File: config.mk
export PLATFORM = sky130hd
export DESIGN_NAME = fspc_top
export DESIGN_NICKNAME = d
export VERILOG_FILES = /design/src/core/fspc_top.v
export VERILOG_INCLUDE_DIRS = /design/src /design/src/core
export SDC_FILE = /design/constraint.sdc
export NUM_CORES = 1
export LEC_CHECK = 0
export ABC_CLOCK_PERIOD_IN_PS = 11700
export BUFFER_PORTS_ARGS = -buffer_cell sky130_fd_sc_hd__buf_2
export CORE_UTILIZATION = 38
export CTS_CLUSTER_SIZE = 16
export DETAILED_ROUTE_END_ITERATION = 7
export PLACE_DENSITY = 0.62
export SYNTH_ARGS = -nofsm -noshare
export SYNTH_HDL_FRONTEND = slang
export SYNTH_SLANG_ARGS = --single-unit
File: constraint.sdc
create_clock -name CLK_SYS -period 11.7 [get_ports CLK_SYS]
set_clock_uncertainty 0.2 [all_clocks]
set_input_delay 1.755 -clock CLK_SYS [delete_from_list [all_inputs] [get_ports CLK_SYS]]
set_output_delay 1.755 -clock CLK_SYS [all_outputs]
set_load 0.03 [all_outputs]
File: src/core/fspc_defs.vh
// constants for the flash self-program control block
`ifndef FSPC_DEFS_VH
`define FSPC_DEFS_VH

// =====================================================
// register offsets
`define FSPC_ADDR_W            4
`define FSPC_OFF_CTRL          4'h0
`define FSPC_OFF_DATA_LO       4'h1
`define FSPC_OFF_DATA_HI       4'h2
`define FSPC_OFF_PTR_LO        4'h3
`define FSPC_OFF_PTR_HI        4'h4
`define FSPC_OFF_LOCK          4'h5
`define FSPC_OFF_STATUS        4'h6
`define FSPC_OFF_BUF_WORD      4'h7
`define FSPC_OFF_BUF_LO        4'h8
`define FSPC_OFF_BUF_HI        4'h9

// =====================================================
// control bit positions
`define FSPC_B_IRQ_EN          7
`define FSPC_B_BUSY            6
`define FSPC_B_RSVD            5
`define FSPC_B_REEN            4
`define FSPC_B_LOCK            3
`define FSPC_B_PWRT            2
`define FSPC_B_PERS            1
`define FSPC_B_SEN             0
`define FSPC_CTRL_RESET        8'h00

// =====================================================
// accepted command patterns, lower five bits
`define FSPC_CMD_REEN          5'h11
`define FSPC_CMD_LOCK          5'h09
`define FSPC_CMD_PWRT          5'h05
`define FSPC_CMD_PERS          5'h03
`define FSPC_CMD_LOAD          5'h01

// =====================================================
// geometry and timing
`define FSPC_WORD_BITS         6
`define FSPC_PAGE_BITS         7
`define FSPC_PAGE_WORDS        64
`define FSPC_ARM_CYCLES        3'h4
`define FSPC_LPM_CYCLES        3'h3
`define FSPC_OP_TIME_NS        4000
`define FSPC_CLK_NS            5
`define FSPC_OP_CYCLES         ((`FSPC_OP_TIME_NS + `FSPC_CLK_NS - 1) / `FSPC_CLK_NS)
`define FSPC_BOOT_START        16'h1C00
`define FSPC_APP_START         16'h0000
`define FSPC_NO_CONCURRENT_SECTION_FIRST_PAGE   7'h70
`define FSPC_LOCK_RESET        8'hFF

`endif

File: src/core/fspc_top.v
// flash self-program control: command register, arming window, page buffer, busy and halt
// Function
// - reset vector is zero when boot fuse is one, boot start when zero
// - program cannot change any fuse; fuse is an input only
// - ready interrupt requested while enable bits set and store enable clear
// - busy flag sets when erase or write to concurrent section starts
// - busy clears on re-enable after completion or on page load start
// - re-enable armed with store enable works only when no operation is running
// - re-enable written during page loading discards loaded buffer data
// - bit 5 of control reads zero
// - lock set with store enable programs lock bits from low data register
// - lock set clears on completion or arming window expiry
// - load within three cycles of lock arming returns lock or fuse bits
// - page write stores buffer into pointer-selected page
// - page write bit clears on completion or window expiry
// - core halted while erase or write targets the no-concurrent section
// - page erase erases pointer-selected page
// - page erase bit clears on completion or window expiry
// - store enable alone loads data pair into buffer word, bit zero ignored
// - store enable allows store for four cycles, clears on store or expiry
// - store enable stays set during erase or write as busy indicator
// - only the five listed command patterns take effect
// - target page latched at operation start
// - pointer splits into word-in-page and page index fields
// - buffer cleared after write, on re-enable, at reset; each word once
//
// Added by the designer: the address-and-strobe port and the placing of the registers.
module fspc_top
(
    CLK_SYS,
    SRST,
    REG_ADDR,
    REG_WDATA,
    REG_WR,
    REG_RD,
    REG_RDATA,
    BOOT_RESET_SELECT_FUSE,
    FUSE_BITS_LO,
    GLOBAL_IRQ_EN,
    STORE_PROGRAM_INSTR,
    LOAD_PROGRAM_INSTR,
    RESET_VECTOR,
    STORE_READY_IRQ,
    CPU_HALT,
    SECTION_BUSY,
    LOAD_RESULT,
    LOAD_RESULT_VALID,
    FLASH_ERASE_STB,
    FLASH_WRITE_STB,
    FLASH_PAGE
);

`include "fspc_defs.vh"

input  wire                       CLK_SYS;
input  wire                       SRST;
input  wire [`FSPC_ADDR_W-1:0]    REG_ADDR;
input  wire [7:0]                 REG_WDATA;
input  wire                       REG_WR;
input  wire                       REG_RD;
output reg  [7:0]                 REG_RDATA;
input  wire                       BOOT_RESET_SELECT_FUSE;
input  wire [7:0]                 FUSE_BITS_LO;
input  wire                       GLOBAL_IRQ_EN;
input  wire                       STORE_PROGRAM_INSTR;
input  wire                       LOAD_PROGRAM_INSTR;
output reg  [15:0]                RESET_VECTOR;
output reg                        STORE_READY_IRQ;
output reg                        CPU_HALT;
output reg                        SECTION_BUSY;
output reg  [7:0]                 LOAD_RESULT;
output reg                        LOAD_RESULT_VALID;
output reg                        FLASH_ERASE_STB;
output reg                        FLASH_WRITE_STB;
output reg  [`FSPC_PAGE_BITS-1:0] FLASH_PAGE;

localparam [12:0] OP_CYC = `FSPC_OP_CYCLES;

// =====================================================
// operation states, one-hot
localparam [2:0] ST_IDLE  = 3'h1;
localparam [2:0] ST_ERASE = 3'h2;
localparam [2:0] ST_WRITE = 3'h4;

// =====================================================
// storage
reg [7:0]                  ctrl_ff;
reg [7:0]                  data_lo_ff;
reg [7:0]                  data_hi_ff;
reg [15:0]                 ptr_ff;
reg [7:0]                  lock_ff;
reg [2:0]                  arm_cnt_ff;
reg [2:0]                  lpm_cnt_ff;
reg [2:0]                  state_ff;
reg [12:0]                 op_cnt_ff;
reg                        no_concurrent_section_ff;
reg                        loading_ff;
reg [15:0]                 buf_mem [0:`FSPC_PAGE_WORDS-1];
reg [`FSPC_PAGE_WORDS-1:0] buf_used_ff;
reg [`FSPC_WORD_BITS-1:0]  rd_word_ff;

// =====================================================
// pointer field helpers
function [`FSPC_WORD_BITS-1:0] word_field;
    input [15:0] p;
    begin
        word_field = p[`FSPC_WORD_BITS:1];
    end
endfunction

function [`FSPC_PAGE_BITS-1:0] page_field;
    input [15:0] p;
    begin
        page_field = p[`FSPC_WORD_BITS+`FSPC_PAGE_BITS:`FSPC_WORD_BITS+1];
    end
endfunction

// erase or write command armed
function is_page_op;
    input [4:0] c;
    begin
        is_page_op = c[`FSPC_B_PERS] || c[`FSPC_B_PWRT];
    end
endfunction

// =====================================================
// command decode
wire        ctrl_wr   = REG_WR && (REG_ADDR == `FSPC_OFF_CTRL);
wire [4:0]  cmd       = REG_WDATA[4:0];
wire        op_run    = (state_ff != ST_IDLE);
wire        cmd_ok    = (cmd == `FSPC_CMD_REEN) || (cmd == `FSPC_CMD_LOCK) ||
                        (cmd == `FSPC_CMD_PWRT) || (cmd == `FSPC_CMD_PERS) ||
                        (cmd == `FSPC_CMD_LOAD);
wire        cmd_take  = ctrl_wr && cmd_ok && !op_run;
wire        armed     = ctrl_ff[`FSPC_B_SEN] && !op_run;
wire        store_go  = armed && STORE_PROGRAM_INSTR && !cmd_take;
wire        arm_exp   = armed && (arm_cnt_ff == 3'h1) && !store_go;
wire [`FSPC_WORD_BITS-1:0] wsel = word_field(ptr_ff);
wire [`FSPC_PAGE_BITS-1:0] psel = page_field(ptr_ff);
wire        in_no_concurrent_section   = (psel >= `FSPC_NO_CONCURRENT_SECTION_FIRST_PAGE);

// =====================================================
// control, arming and operation sequencing
always @(posedge CLK_SYS)
begin
    if (SRST)
    begin
        ctrl_ff         <= `FSPC_CTRL_RESET;
        arm_cnt_ff      <= 3'h0;
        lpm_cnt_ff      <= 3'h0;
        state_ff        <= ST_IDLE;
        op_cnt_ff       <= 13'h0000;
        no_concurrent_section_ff         <= 1'b0;
        loading_ff      <= 1'b0;
        lock_ff         <= `FSPC_LOCK_RESET;
        buf_used_ff     <= {`FSPC_PAGE_WORDS{1'b0}};
        FLASH_ERASE_STB <= 1'b0;
        FLASH_WRITE_STB <= 1'b0;
    end
    else
    begin
        FLASH_ERASE_STB <= 1'b0;
        FLASH_WRITE_STB <= 1'b0;
        if (lpm_cnt_ff != 3'h0)
            lpm_cnt_ff <= lpm_cnt_ff - 3'h1;
        if (ctrl_wr)
            ctrl_ff[`FSPC_B_IRQ_EN] <= REG_WDATA[`FSPC_B_IRQ_EN];
        if (cmd_take)
        begin
            ctrl_ff[4:0] <= cmd;
            arm_cnt_ff   <= `FSPC_ARM_CYCLES;
            lpm_cnt_ff   <= (cmd == `FSPC_CMD_LOCK) ? `FSPC_LPM_CYCLES : 3'h0;
            if (cmd == `FSPC_CMD_REEN && loading_ff)
            begin
                buf_used_ff <= {`FSPC_PAGE_WORDS{1'b0}};
                loading_ff  <= 1'b0;
            end
        end
        else if (arm_exp)
        begin
            ctrl_ff[4:0] <= 5'h00;
            arm_cnt_ff   <= 3'h0;
        end
        else if (store_go)
        begin
            arm_cnt_ff <= 3'h0;
            if (is_page_op(ctrl_ff[4:0]))
            begin
                no_concurrent_section_ff   <= in_no_concurrent_section;
                op_cnt_ff <= OP_CYC;
                state_ff  <= ctrl_ff[`FSPC_B_PERS] ? ST_ERASE : ST_WRITE;
                if (!in_no_concurrent_section)
                    ctrl_ff[`FSPC_B_BUSY] <= 1'b1;
                FLASH_ERASE_STB <= ctrl_ff[`FSPC_B_PERS];
                FLASH_WRITE_STB <= ctrl_ff[`FSPC_B_PWRT];
            end
            else if (ctrl_ff[`FSPC_B_LOCK])
            begin
                lock_ff      <= lock_ff & data_lo_ff;
                ctrl_ff[4:0] <= 5'h00;
            end
            else if (ctrl_ff[`FSPC_B_REEN])
            begin
                ctrl_ff[`FSPC_B_BUSY] <= 1'b0;
                buf_used_ff  <= {`FSPC_PAGE_WORDS{1'b0}};
                loading_ff   <= 1'b0;
                ctrl_ff[4:0] <= 5'h00;
            end
            else
            begin
                ctrl_ff[`FSPC_B_BUSY] <= 1'b0;
                loading_ff   <= 1'b1;
                if (!buf_used_ff[wsel])
                    buf_used_ff[wsel] <= 1'b1;
                ctrl_ff[4:0] <= 5'h00;
            end
        end
        else if (armed && arm_cnt_ff != 3'h0)
            arm_cnt_ff <= arm_cnt_ff - 3'h1;
        if (op_run)
        begin
            if (op_cnt_ff == 13'h0001)
            begin
                state_ff     <= ST_IDLE;
                ctrl_ff[4:0] <= 5'h00;
                if (state_ff == ST_WRITE)
                begin
                    buf_used_ff <= {`FSPC_PAGE_WORDS{1'b0}};
                    loading_ff  <= 1'b0;
                end
            end
            op_cnt_ff <= op_cnt_ff - 13'h0001;
        end
    end
end

// =====================================================
// page buffer storage, no reset needed; valid bits gate it
always @(posedge CLK_SYS)
begin
    if (store_go && ctrl_ff[4:0] == `FSPC_CMD_LOAD && !buf_used_ff[wsel])
        buf_mem[wsel] <= {data_hi_ff, data_lo_ff};
end

// =====================================================
// data and pointer registers
always @(posedge CLK_SYS)
begin
    if (SRST)
    begin
        data_lo_ff <= 8'h00;
        data_hi_ff <= 8'h00;
        ptr_ff     <= 16'h0000;
        rd_word_ff <= {`FSPC_WORD_BITS{1'b0}};
    end
    else if (REG_WR)
    begin
        case (REG_ADDR)
            `FSPC_OFF_DATA_LO:  data_lo_ff       <= REG_WDATA;
            `FSPC_OFF_DATA_HI:  data_hi_ff       <= REG_WDATA;
            `FSPC_OFF_PTR_LO:   ptr_ff[7:0]      <= REG_WDATA;
            `FSPC_OFF_PTR_HI:   ptr_ff[15:8]     <= REG_WDATA;
            `FSPC_OFF_BUF_WORD: rd_word_ff       <= REG_WDATA[`FSPC_WORD_BITS-1:0];
            default:            rd_word_ff       <= rd_word_ff;
        endcase
    end
end

// =====================================================
// register read port, data one cycle after strobe
reg [7:0] nxt_rdata;
wire [15:0] buf_rd = buf_used_ff[rd_word_ff] ? buf_mem[rd_word_ff] : 16'hFFFF;
always @*
begin
    nxt_rdata = 8'h00;
    case (REG_ADDR)
        `FSPC_OFF_CTRL:     nxt_rdata = {ctrl_ff[7:6], 1'b0, ctrl_ff[4:0]};
        `FSPC_OFF_DATA_LO:  nxt_rdata = data_lo_ff;
        `FSPC_OFF_DATA_HI:  nxt_rdata = data_hi_ff;
        `FSPC_OFF_PTR_LO:   nxt_rdata = ptr_ff[7:0];
        `FSPC_OFF_PTR_HI:   nxt_rdata = ptr_ff[15:8];
        `FSPC_OFF_LOCK:     nxt_rdata = lock_ff;
        `FSPC_OFF_STATUS:   nxt_rdata = {5'h00, no_concurrent_section_ff && op_run, loading_ff, op_run};
        `FSPC_OFF_BUF_WORD: nxt_rdata = {2'h0, rd_word_ff};
        `FSPC_OFF_BUF_LO:   nxt_rdata = buf_rd[7:0];
        `FSPC_OFF_BUF_HI:   nxt_rdata = buf_rd[15:8];
        default:            nxt_rdata = 8'h00;
    endcase
end

// =====================================================
// registered outputs
always @(posedge CLK_SYS)
begin
    if (SRST)
    begin
        REG_RDATA         <= 8'h00;
        RESET_VECTOR      <= `FSPC_APP_START;
        STORE_READY_IRQ   <= 1'b0;
        CPU_HALT          <= 1'b0;
        SECTION_BUSY      <= 1'b0;
        LOAD_RESULT       <= 8'h00;
        LOAD_RESULT_VALID <= 1'b0;
        FLASH_PAGE        <= {`FSPC_PAGE_BITS{1'b0}};
    end
    else
    begin
        REG_RDATA <= REG_RD ? nxt_rdata : 8'h00;
        // fuse is read only; no write path reaches it
        RESET_VECTOR <= BOOT_RESET_SELECT_FUSE ? `FSPC_APP_START : `FSPC_BOOT_START;
        STORE_READY_IRQ <= ctrl_ff[`FSPC_B_IRQ_EN] && GLOBAL_IRQ_EN &&
                           !ctrl_ff[`FSPC_B_SEN];
        CPU_HALT     <= op_run ? no_concurrent_section_ff : (store_go && is_page_op(ctrl_ff[4:0]) && in_no_concurrent_section);
        if (op_run && op_cnt_ff == 13'h0001)
            CPU_HALT <= 1'b0;
        SECTION_BUSY <= ctrl_ff[`FSPC_B_BUSY];
        LOAD_RESULT_VALID <= LOAD_PROGRAM_INSTR && (lpm_cnt_ff != 3'h0);
        if (LOAD_PROGRAM_INSTR && lpm_cnt_ff != 3'h0)
            LOAD_RESULT <= ptr_ff[0] ? FUSE_BITS_LO : lock_ff;
        if (store_go)
            FLASH_PAGE <= psel;
    end
end

endmodule

==> results of run 1 <==
## per-layer routing
| metal | GRT usage (%) | up-vias |
|---|---|---|
| li1 | - | 11300 |
| met1 | 28.7 | 13900 |
| met2 | 31.8 | 1179 |
| met3 | 4.08 | 186 |
| met4 | 4.87 | 0 |
| met5 | 0 | - |
## registers in the layout, summed over array words and instances, names as in the netlist, 8 cells and up, named ones only
register and count:
ptr_ff 16, data_hi_ff 8, REG_RDATA 8, data_lo_ff 8, lock_ff 8, buf_mem 1024, op_cnt_ff 13, buf_used_ff 64
LOAD_RESULT 8
## cells in the mapped netlist, types with 18 or more instances
master / count / share of area, %
a22oi_1: 53 / 0.83
mux4_2: 270 / 13
buf_4: 28 / 0.44
nand2_1: 147 / 1.1
buf_1: 19 / 0.15
nand2b_1: 23 / 0.30
a21oi_1: 71 / 0.74
nand3_1: 81 / 0.84
inv_1: 21 / 0.16
nor2_1: 133 / 1.0
o21ai_0: 69 / 0.72
clkbuf_1: 77 / 0.60
nor2b_1: 29 / 0.38
a211oi_1: 20 / 0.31
dfxtp_1: 177 / 7.4
nor3_1: 53 / 0.55
buf_2: 64 / 0.66
edfxtp_1: 1024 / 64
nand4_1: 18 / 0.23
mux2i_1: 142 / 2.9
## cell type report
| class | instances | area [um2] | share of cell area (%) |
|---|---|---|---|
| Clock buffer | 140 | 3090 | 5.67 |
| Clock inverter | 80 | 668 | 1.23 |
| Inverter | 21 | 78.8 | 0.145 |
| Multi-Input combinational cell | 1365 | 13200 | 24.2 |
| Sequential cell | 1201 | 34300 | 63.1 |
| Tap cell | 1650 | 2060 | 3.79 |
| Timing Repair Buffer | 150 | 1000 | 1.84 |
## stage by stage
stage / hold slack, ns / cell area (um2) / setup slack (ns) / power, uW / util, %
after floorplan: 0.236 / 48300 / 6.63 / 4860 / -
after global placement: 0.244 / 50700 / 5.77 / 4930 / 40.3
after detailed placement: 0.249 / 50700 / 5.67 / 4930 / 40.3
after CTS: 0.257 / 54400 / 6.42 / 8590 / 43.3
after global routing: 0.284 / 54400 / 6.18 / 8770 / 43.3
final: 0.253 / 54400 / 6.35 / 8540 / 43.3
## logic make-up (layout without fill, tap and decap cells)
logic type	after synthesis	after routing	synth area share (%)
XOR/XNOR	13	13	0.236
buffers and inverters	213	391	2.11
AND/OR/NAND/NOR	585	585	6.06
AO/OA/AOI/OAI	324	324	4.45
flip-flops	1201	1201	71.1
multiplexers	422	422	15.8
other	1	13	0.00778
adder cells (fa/ha/maj)	8	8	0.202
## power by group through the flow
stage                     combinational (uW)  sequential (uW)  clock [uW]
after detailed placement                 217             4710           0
after global routing                     232             4620        3910
after CTS                                217             4620        3750
final                                    218             4620        3700
after global placement                   216             4710           0
after floorplan                          128             4730           0
## worst min path at each step
stage,startpoint,endpoint,slack (ns),cells past startpoint
floorplan,buf_used_ff[36],buf_used_ff[36],0.24,2
finish,FLASH_PAGE[1],FLASH_PAGE[1],0.25,2
CTS,FLASH_PAGE[1],FLASH_PAGE[1],0.26,2
detailed placement,FLASH_PAGE[1],FLASH_PAGE[1],0.25,2
global route,FLASH_PAGE[4],FLASH_PAGE[4],0.28,2
global placement,FLASH_PAGE[1],FLASH_PAGE[1],0.24,2
## tightest hold or removal path, cell delays in order, from the launching register on
cell and delay [ns]:
dfxtp_1 0.30, nand2_1 0.05, a21oi_1 0.05
==> run metrics, run 1 <==
status complete, but fails checks; failing checks max-capacitance violations, max-slew violations; DRT Wirelength 130000 um; Sw Share 20.7%; hold buffer count at cts 0; Tot GR Track Use 20.2%; starting density of the core 38.3%; Post-synth EDFFs 1024; cell row count 130; post-route DRC violation count 0; Power Dens Cells 157 nW/um2; setup TNS 0 ns; via count 26600; Internal 6770 uW; DIE AREA 128000 um2; Post-DRT Antenna Nets 0; WL met2 61300 um; max-cap viol count 1; largest net degree at the start of global routing 100; vias per inst 5.76; RR Endpoint buf_mem[44][9]; most frequent cells in the layout edfxtp_1 (1024), mux4_2 (270), dfxtp_1 (156), nand2_1 (147), mux2i_1 (142); uppermost layer routed met4; IO buf count 59; vias in the first global route 25600; clk slew on worst S/H paths 0.06 ns; CTS buffer count 117; CP Cell Sequence buf_2, nor2_1, nand3_1, nor2_1, nor2_1, buf_4, nand4_2, buf_4, nor3_2; Peak VDD IR 0.000113 V; H-Tree Depth 3; Crit. End Element flop; dpl cells 4387; proportion of layout cells with a drive suffix above 1 23.4%; Final nets 2891; Netlist Area Pre-Place 48200 um2; FF-to-FF setup slack 6.74 ns; worst path bufs/invs 3; Comb power frac 2.6%; Critical Path End buf_mem[44][9]; post-CTS sizing 0; die span in x 358 um; leakage power total 0.0177 uW; drt first pass iters 8; DPL Wire Length 80600 um; Max FO, Critical Path 31; global placer's final weighted congestion 0.960; Bufs on Longest Clock Path 3; asr flop ratio synth 0%; startpoint types input port; Synth Instances 2767; Root Buffer clkbuf_16; critical path depth 9; ys flop type edfxtp_1; CP startpoint REG_ADDR[0]; wire per inst 28.1 um; first-pass GRT wire length 187000 um; worst rel slew slack -2.94%; die height 358 um; sequential element share of the synthesized area 71.1%; sequential share of power 54.1%; f_max 187 MHz; Worst path slowest cell nor3_2; Yosys warning total 0; Crit path top cell by count nor2_1; Worst EP arrival 5.44 ns; IO Pins 73; Num Clock Sinks 1201; initial DRC count 3427; crit-path leading delay family simple AND/OR/NAND/NOR gates; synthesized area per cell 17.4 um2; Sw Pwr 1760 uW; initial antenna violation count 2; CTS tree built; Post-Route M1 WL 54400 um; number of fill cells 11000; non-filler cells, final 4607; critical path type input port to flop; ANT cells 0; Synth Register Bits 1201; Crit Reg-Reg Startpoint ptr_ff[3]; Worst Path Required 11.79 ns; slowest cell delay on critical path 1.06 ns; Core ar. 126000 um2; Clock Power Share 43.3%; Area Growth Syn to Fin 12.9%; metal3 WL 10900 um; Setup violations, final 0; reg2reg path depth 8; Hold Vio Cnt, Final 0; worst-margin pin slew 1.52 ns; worst-skew pair later-pin latency 0.71 ns; RSZ-0062 raised after global routing false; GR Overflow Total 0; synth unique cells 82; commonest non-fill, non-tap cell in the layout edfxtp_1; min Tclk post-route 5.35 ns; Pins Over Slew Limit 9; fin crit share 45.7%; postcts setup bufs 0; min-delay worst type flop to flop
Power figures use the tool's default switching activity.
==> inputs of run 2 (changes only) <==
--- a/config.mk
+++ b/config.mk
@@ -6,12 +6,12 @@
 export SDC_FILE = /design/constraint.sdc
 export NUM_CORES = 1
 export LEC_CHECK = 0
-export ABC_CLOCK_PERIOD_IN_PS = 11700
+export ABC_CLOCK_PERIOD_IN_PS = 4500
 export BUFFER_PORTS_ARGS = -buffer_cell sky130_fd_sc_hd__buf_2
 export CORE_UTILIZATION = 38
 export CTS_CLUSTER_SIZE = 16
 export DETAILED_ROUTE_END_ITERATION = 7
-export PLACE_DENSITY = 0.62
+export PLACE_DENSITY = 0.64
 export SYNTH_ARGS = -nofsm -noshare
 export SYNTH_HDL_FRONTEND = slang
 export SYNTH_SLANG_ARGS = --single-unit
==> constraint.sdc (replaced) <==
create_clock -name CLK_SYS -period 4.5 [get_ports CLK_SYS]
set_clock_uncertainty 0.2 [all_clocks]
set_input_delay 0.675 -clock CLK_SYS [delete_from_list [all_inputs] [get_ports CLK_SYS]]
set_output_delay 0.675 -clock CLK_SYS [all_outputs]
set_load 0.03 [all_outputs]
==> run metrics, run 2 (synthesis results as in run 1) <==
status finished, final reports clean (was complete, but fails checks); proportion of layout cells with a drive suffix above 1 25.5% (was 23.4%); CTS buffer count 117 (unchanged); worst setup slack after layout 0.342 ns (was 6.35 ns); max FFs per register 1024 (unchanged); hold slack 0.110 ns (was 0.253 ns); clk slew on worst S/H paths 0.06 ns (about the same); RSZ-0062 raised after global routing false (unchanged); Pins Over Slew Limit 0 (was 9); cell row count 130 (unchanged); post-CTS sizing 0 (unchanged); startpoint types flop (was input port); max-cap viol count 0 (was 1); IO buf count 59 (unchanged); dpl ws 0.529 ns (was 5.67 ns); postcts setup bufs 0 (unchanged); setup TNS 0 ns (unchanged); die height 358 um (unchanged); Bufs on Longest Clock Path 3 (unchanged); min Tclk post-route 4.16 ns; Worst Path Required 4.69 ns (was 11.79 ns); via count 26900 (was 26600); Post-DRT Antenna Nets 0 (unchanged); Top reg by flops buf_mem (unchanged); initial DRC count 3209 (was 3427); FF-to-FF setup slack 0.34 ns (was 6.74 ns); die span in x 358 um (unchanged); Num Clock Sinks 1201 (unchanged); worst-margin pin slew 1.31 ns (was 1.52 ns); ANT cells 0 (unchanged); placed inst area 51300 um2 (was 50700 um2); slowest cell delay on critical path 0.84 ns (was 1.06 ns); worst rel slew slack 12.0% (was -2.94%); fin crit share 92.4%; starting density of the core 38.3% (unchanged); Largest regs buf_mem x1024, buf_used_ff x64, ptr_ff x16 (unchanged); most frequent cells in the layout edfxtp_1 (1024), mux4_2 (270), dfxtp_1 (157), buf_4 (153), nand2_1 (147) (was edfxtp_1 (1024), mux4_2 (270), dfxtp_1 (156), nand2_1 (147), mux2i_1 (142)); DIE AREA 128000 um2 (unchanged); Hold Vio Cnt, Final 0 (unchanged); GR Overflow Total 0 (unchanged); worst-skew pair later-pin latency 0.72 ns (was 0.71 ns); DRT Wirelength 127000 um (was 130000 um); min-delay worst type input port to flop (was flop to flop); first-pass GRT wire length 185000 um (was 187000 um); vias in the first global route 26400 (was 25600); wire per inst 27.2 um (was 28.1 um); f_max 240 MHz; drt first pass iters 6 (was 8); Crit. End Element flop (unchanged); initial antenna violation count 4 (was 2); H-Tree Depth 3 (unchanged); Tot GR Track Use 19.8% (was 20.2%); crit-path leading delay family simple AND/OR/NAND/NOR gates (unchanged); Peak VDD IR 0.000317 V (was 0.000113 V); Max FO, Critical Path 28 (was 31); CP Cell Sequence buf_4, nor2b_1, a22oi_1, nor4b_1, a211o_1, nor4_1, nand4_1 (was buf_2, nor2_1, nand3_1, nor2_1, nor2_1, buf_4, nand4_2, buf_4, nor3_2); Root Buffer clkbuf_16 (unchanged); IO Pins 73 (unchanged); Worst EP arrival 4.35 ns (was 5.44 ns); number of fill cells 10800 (was 11000); Worst path slowest cell nor2b_1 (was nor3_2); leakage power total 0.0183 uW (was 0.0177 uW); Final nets 2969 (was 2891); Core ar. 126000 um2 (unchanged); CTS tree built (unchanged); Area Growth Syn to Fin 14.8% (was 12.9%); largest net degree at the start of global routing 68 (was 100); vias per inst 5.75 (was 5.76); Power Dens Cells 408 nW/um2 (was 157 nW/um2); post-route cell area 55300 um2 (was 54400 um2); global placer's final weighted congestion 0.948 (was 0.960); commonest non-fill, non-tap cell in the layout edfxtp_1 (unchanged); worst path bufs/invs 1 (was 3); post-route DRC violation count 0 (unchanged); critical path type flop to flop (was input port to flop); Setup violations, final 0 (unchanged); non-filler cells, final 4680 (was 4607); dpl cells 4462 (was 4387); DPL Wire Length 81500 um (was 80600 um)
run 2: path summary, 6_finish.rpt:
kind / from / to / cells past startpoint
min: REG_WDATA[7] / data_lo_ff[7] / 3
min reg2reg: FLASH_PAGE[0] / FLASH_PAGE[0] / 2
max: flop / REG_RDATA[1] / 7
max reg2reg: flop / REG_RDATA[1] / 7
run 2: cell type report:
cell class	count	area [um2]	area share, %
clock inverter	60	657	1.19
sequential	1201	34300	62.0
timing repair buffer	228	1730	3.13
tap	1650	2060	3.73
multi-input combinational	1365	13200	23.8
clock buffer	155	3290	5.94
inverter	21	78.8	0.142
run 2: metal layers:
metal	vias to the layer above	track usage, %	routed length, um
met2	1217	31.2	60000
li1	11400	-	-
met1	14000	27.5	52800
met5	-	0	7
met3	230	3.76	10200
met4	2	6.88	4310
run 2: stage by stage:
step | power, uW | utilization, %
finish | 22600 | 44.0
global route | 23100 | 44.0
CTS | 22700 | 44.0
detailed placement | 12800 | 40.8
global placement | 12800 | 40.8
floorplan | 12600 | -
run 2: repair_timing:
| item | 4_1_cts | 5_1_grt |
|---|---|---|
| hold buffers | 3 | 0 |
| setup endpoints to repair | 0 | 0 |
| endpoints found under the hold margin | 3 | 0 |
run 2: where the power goes:
group          switching [uW]  internal, uW  total (uW)
Sequential               36.9         12000       12000
Combinational             387           192         579
Clock                    4200          5760        9960
run 2: worst reg2reg max path, stage by stage (launching register included):
cell	delay [ns]
dfxtp_4	0.75
buf_4	0.30
nor2b_1	0.84
a22oi_1	0.27
nor4b_1	0.23
a211o_1	0.26
nor4_1	0.54
nand4_1	0.45
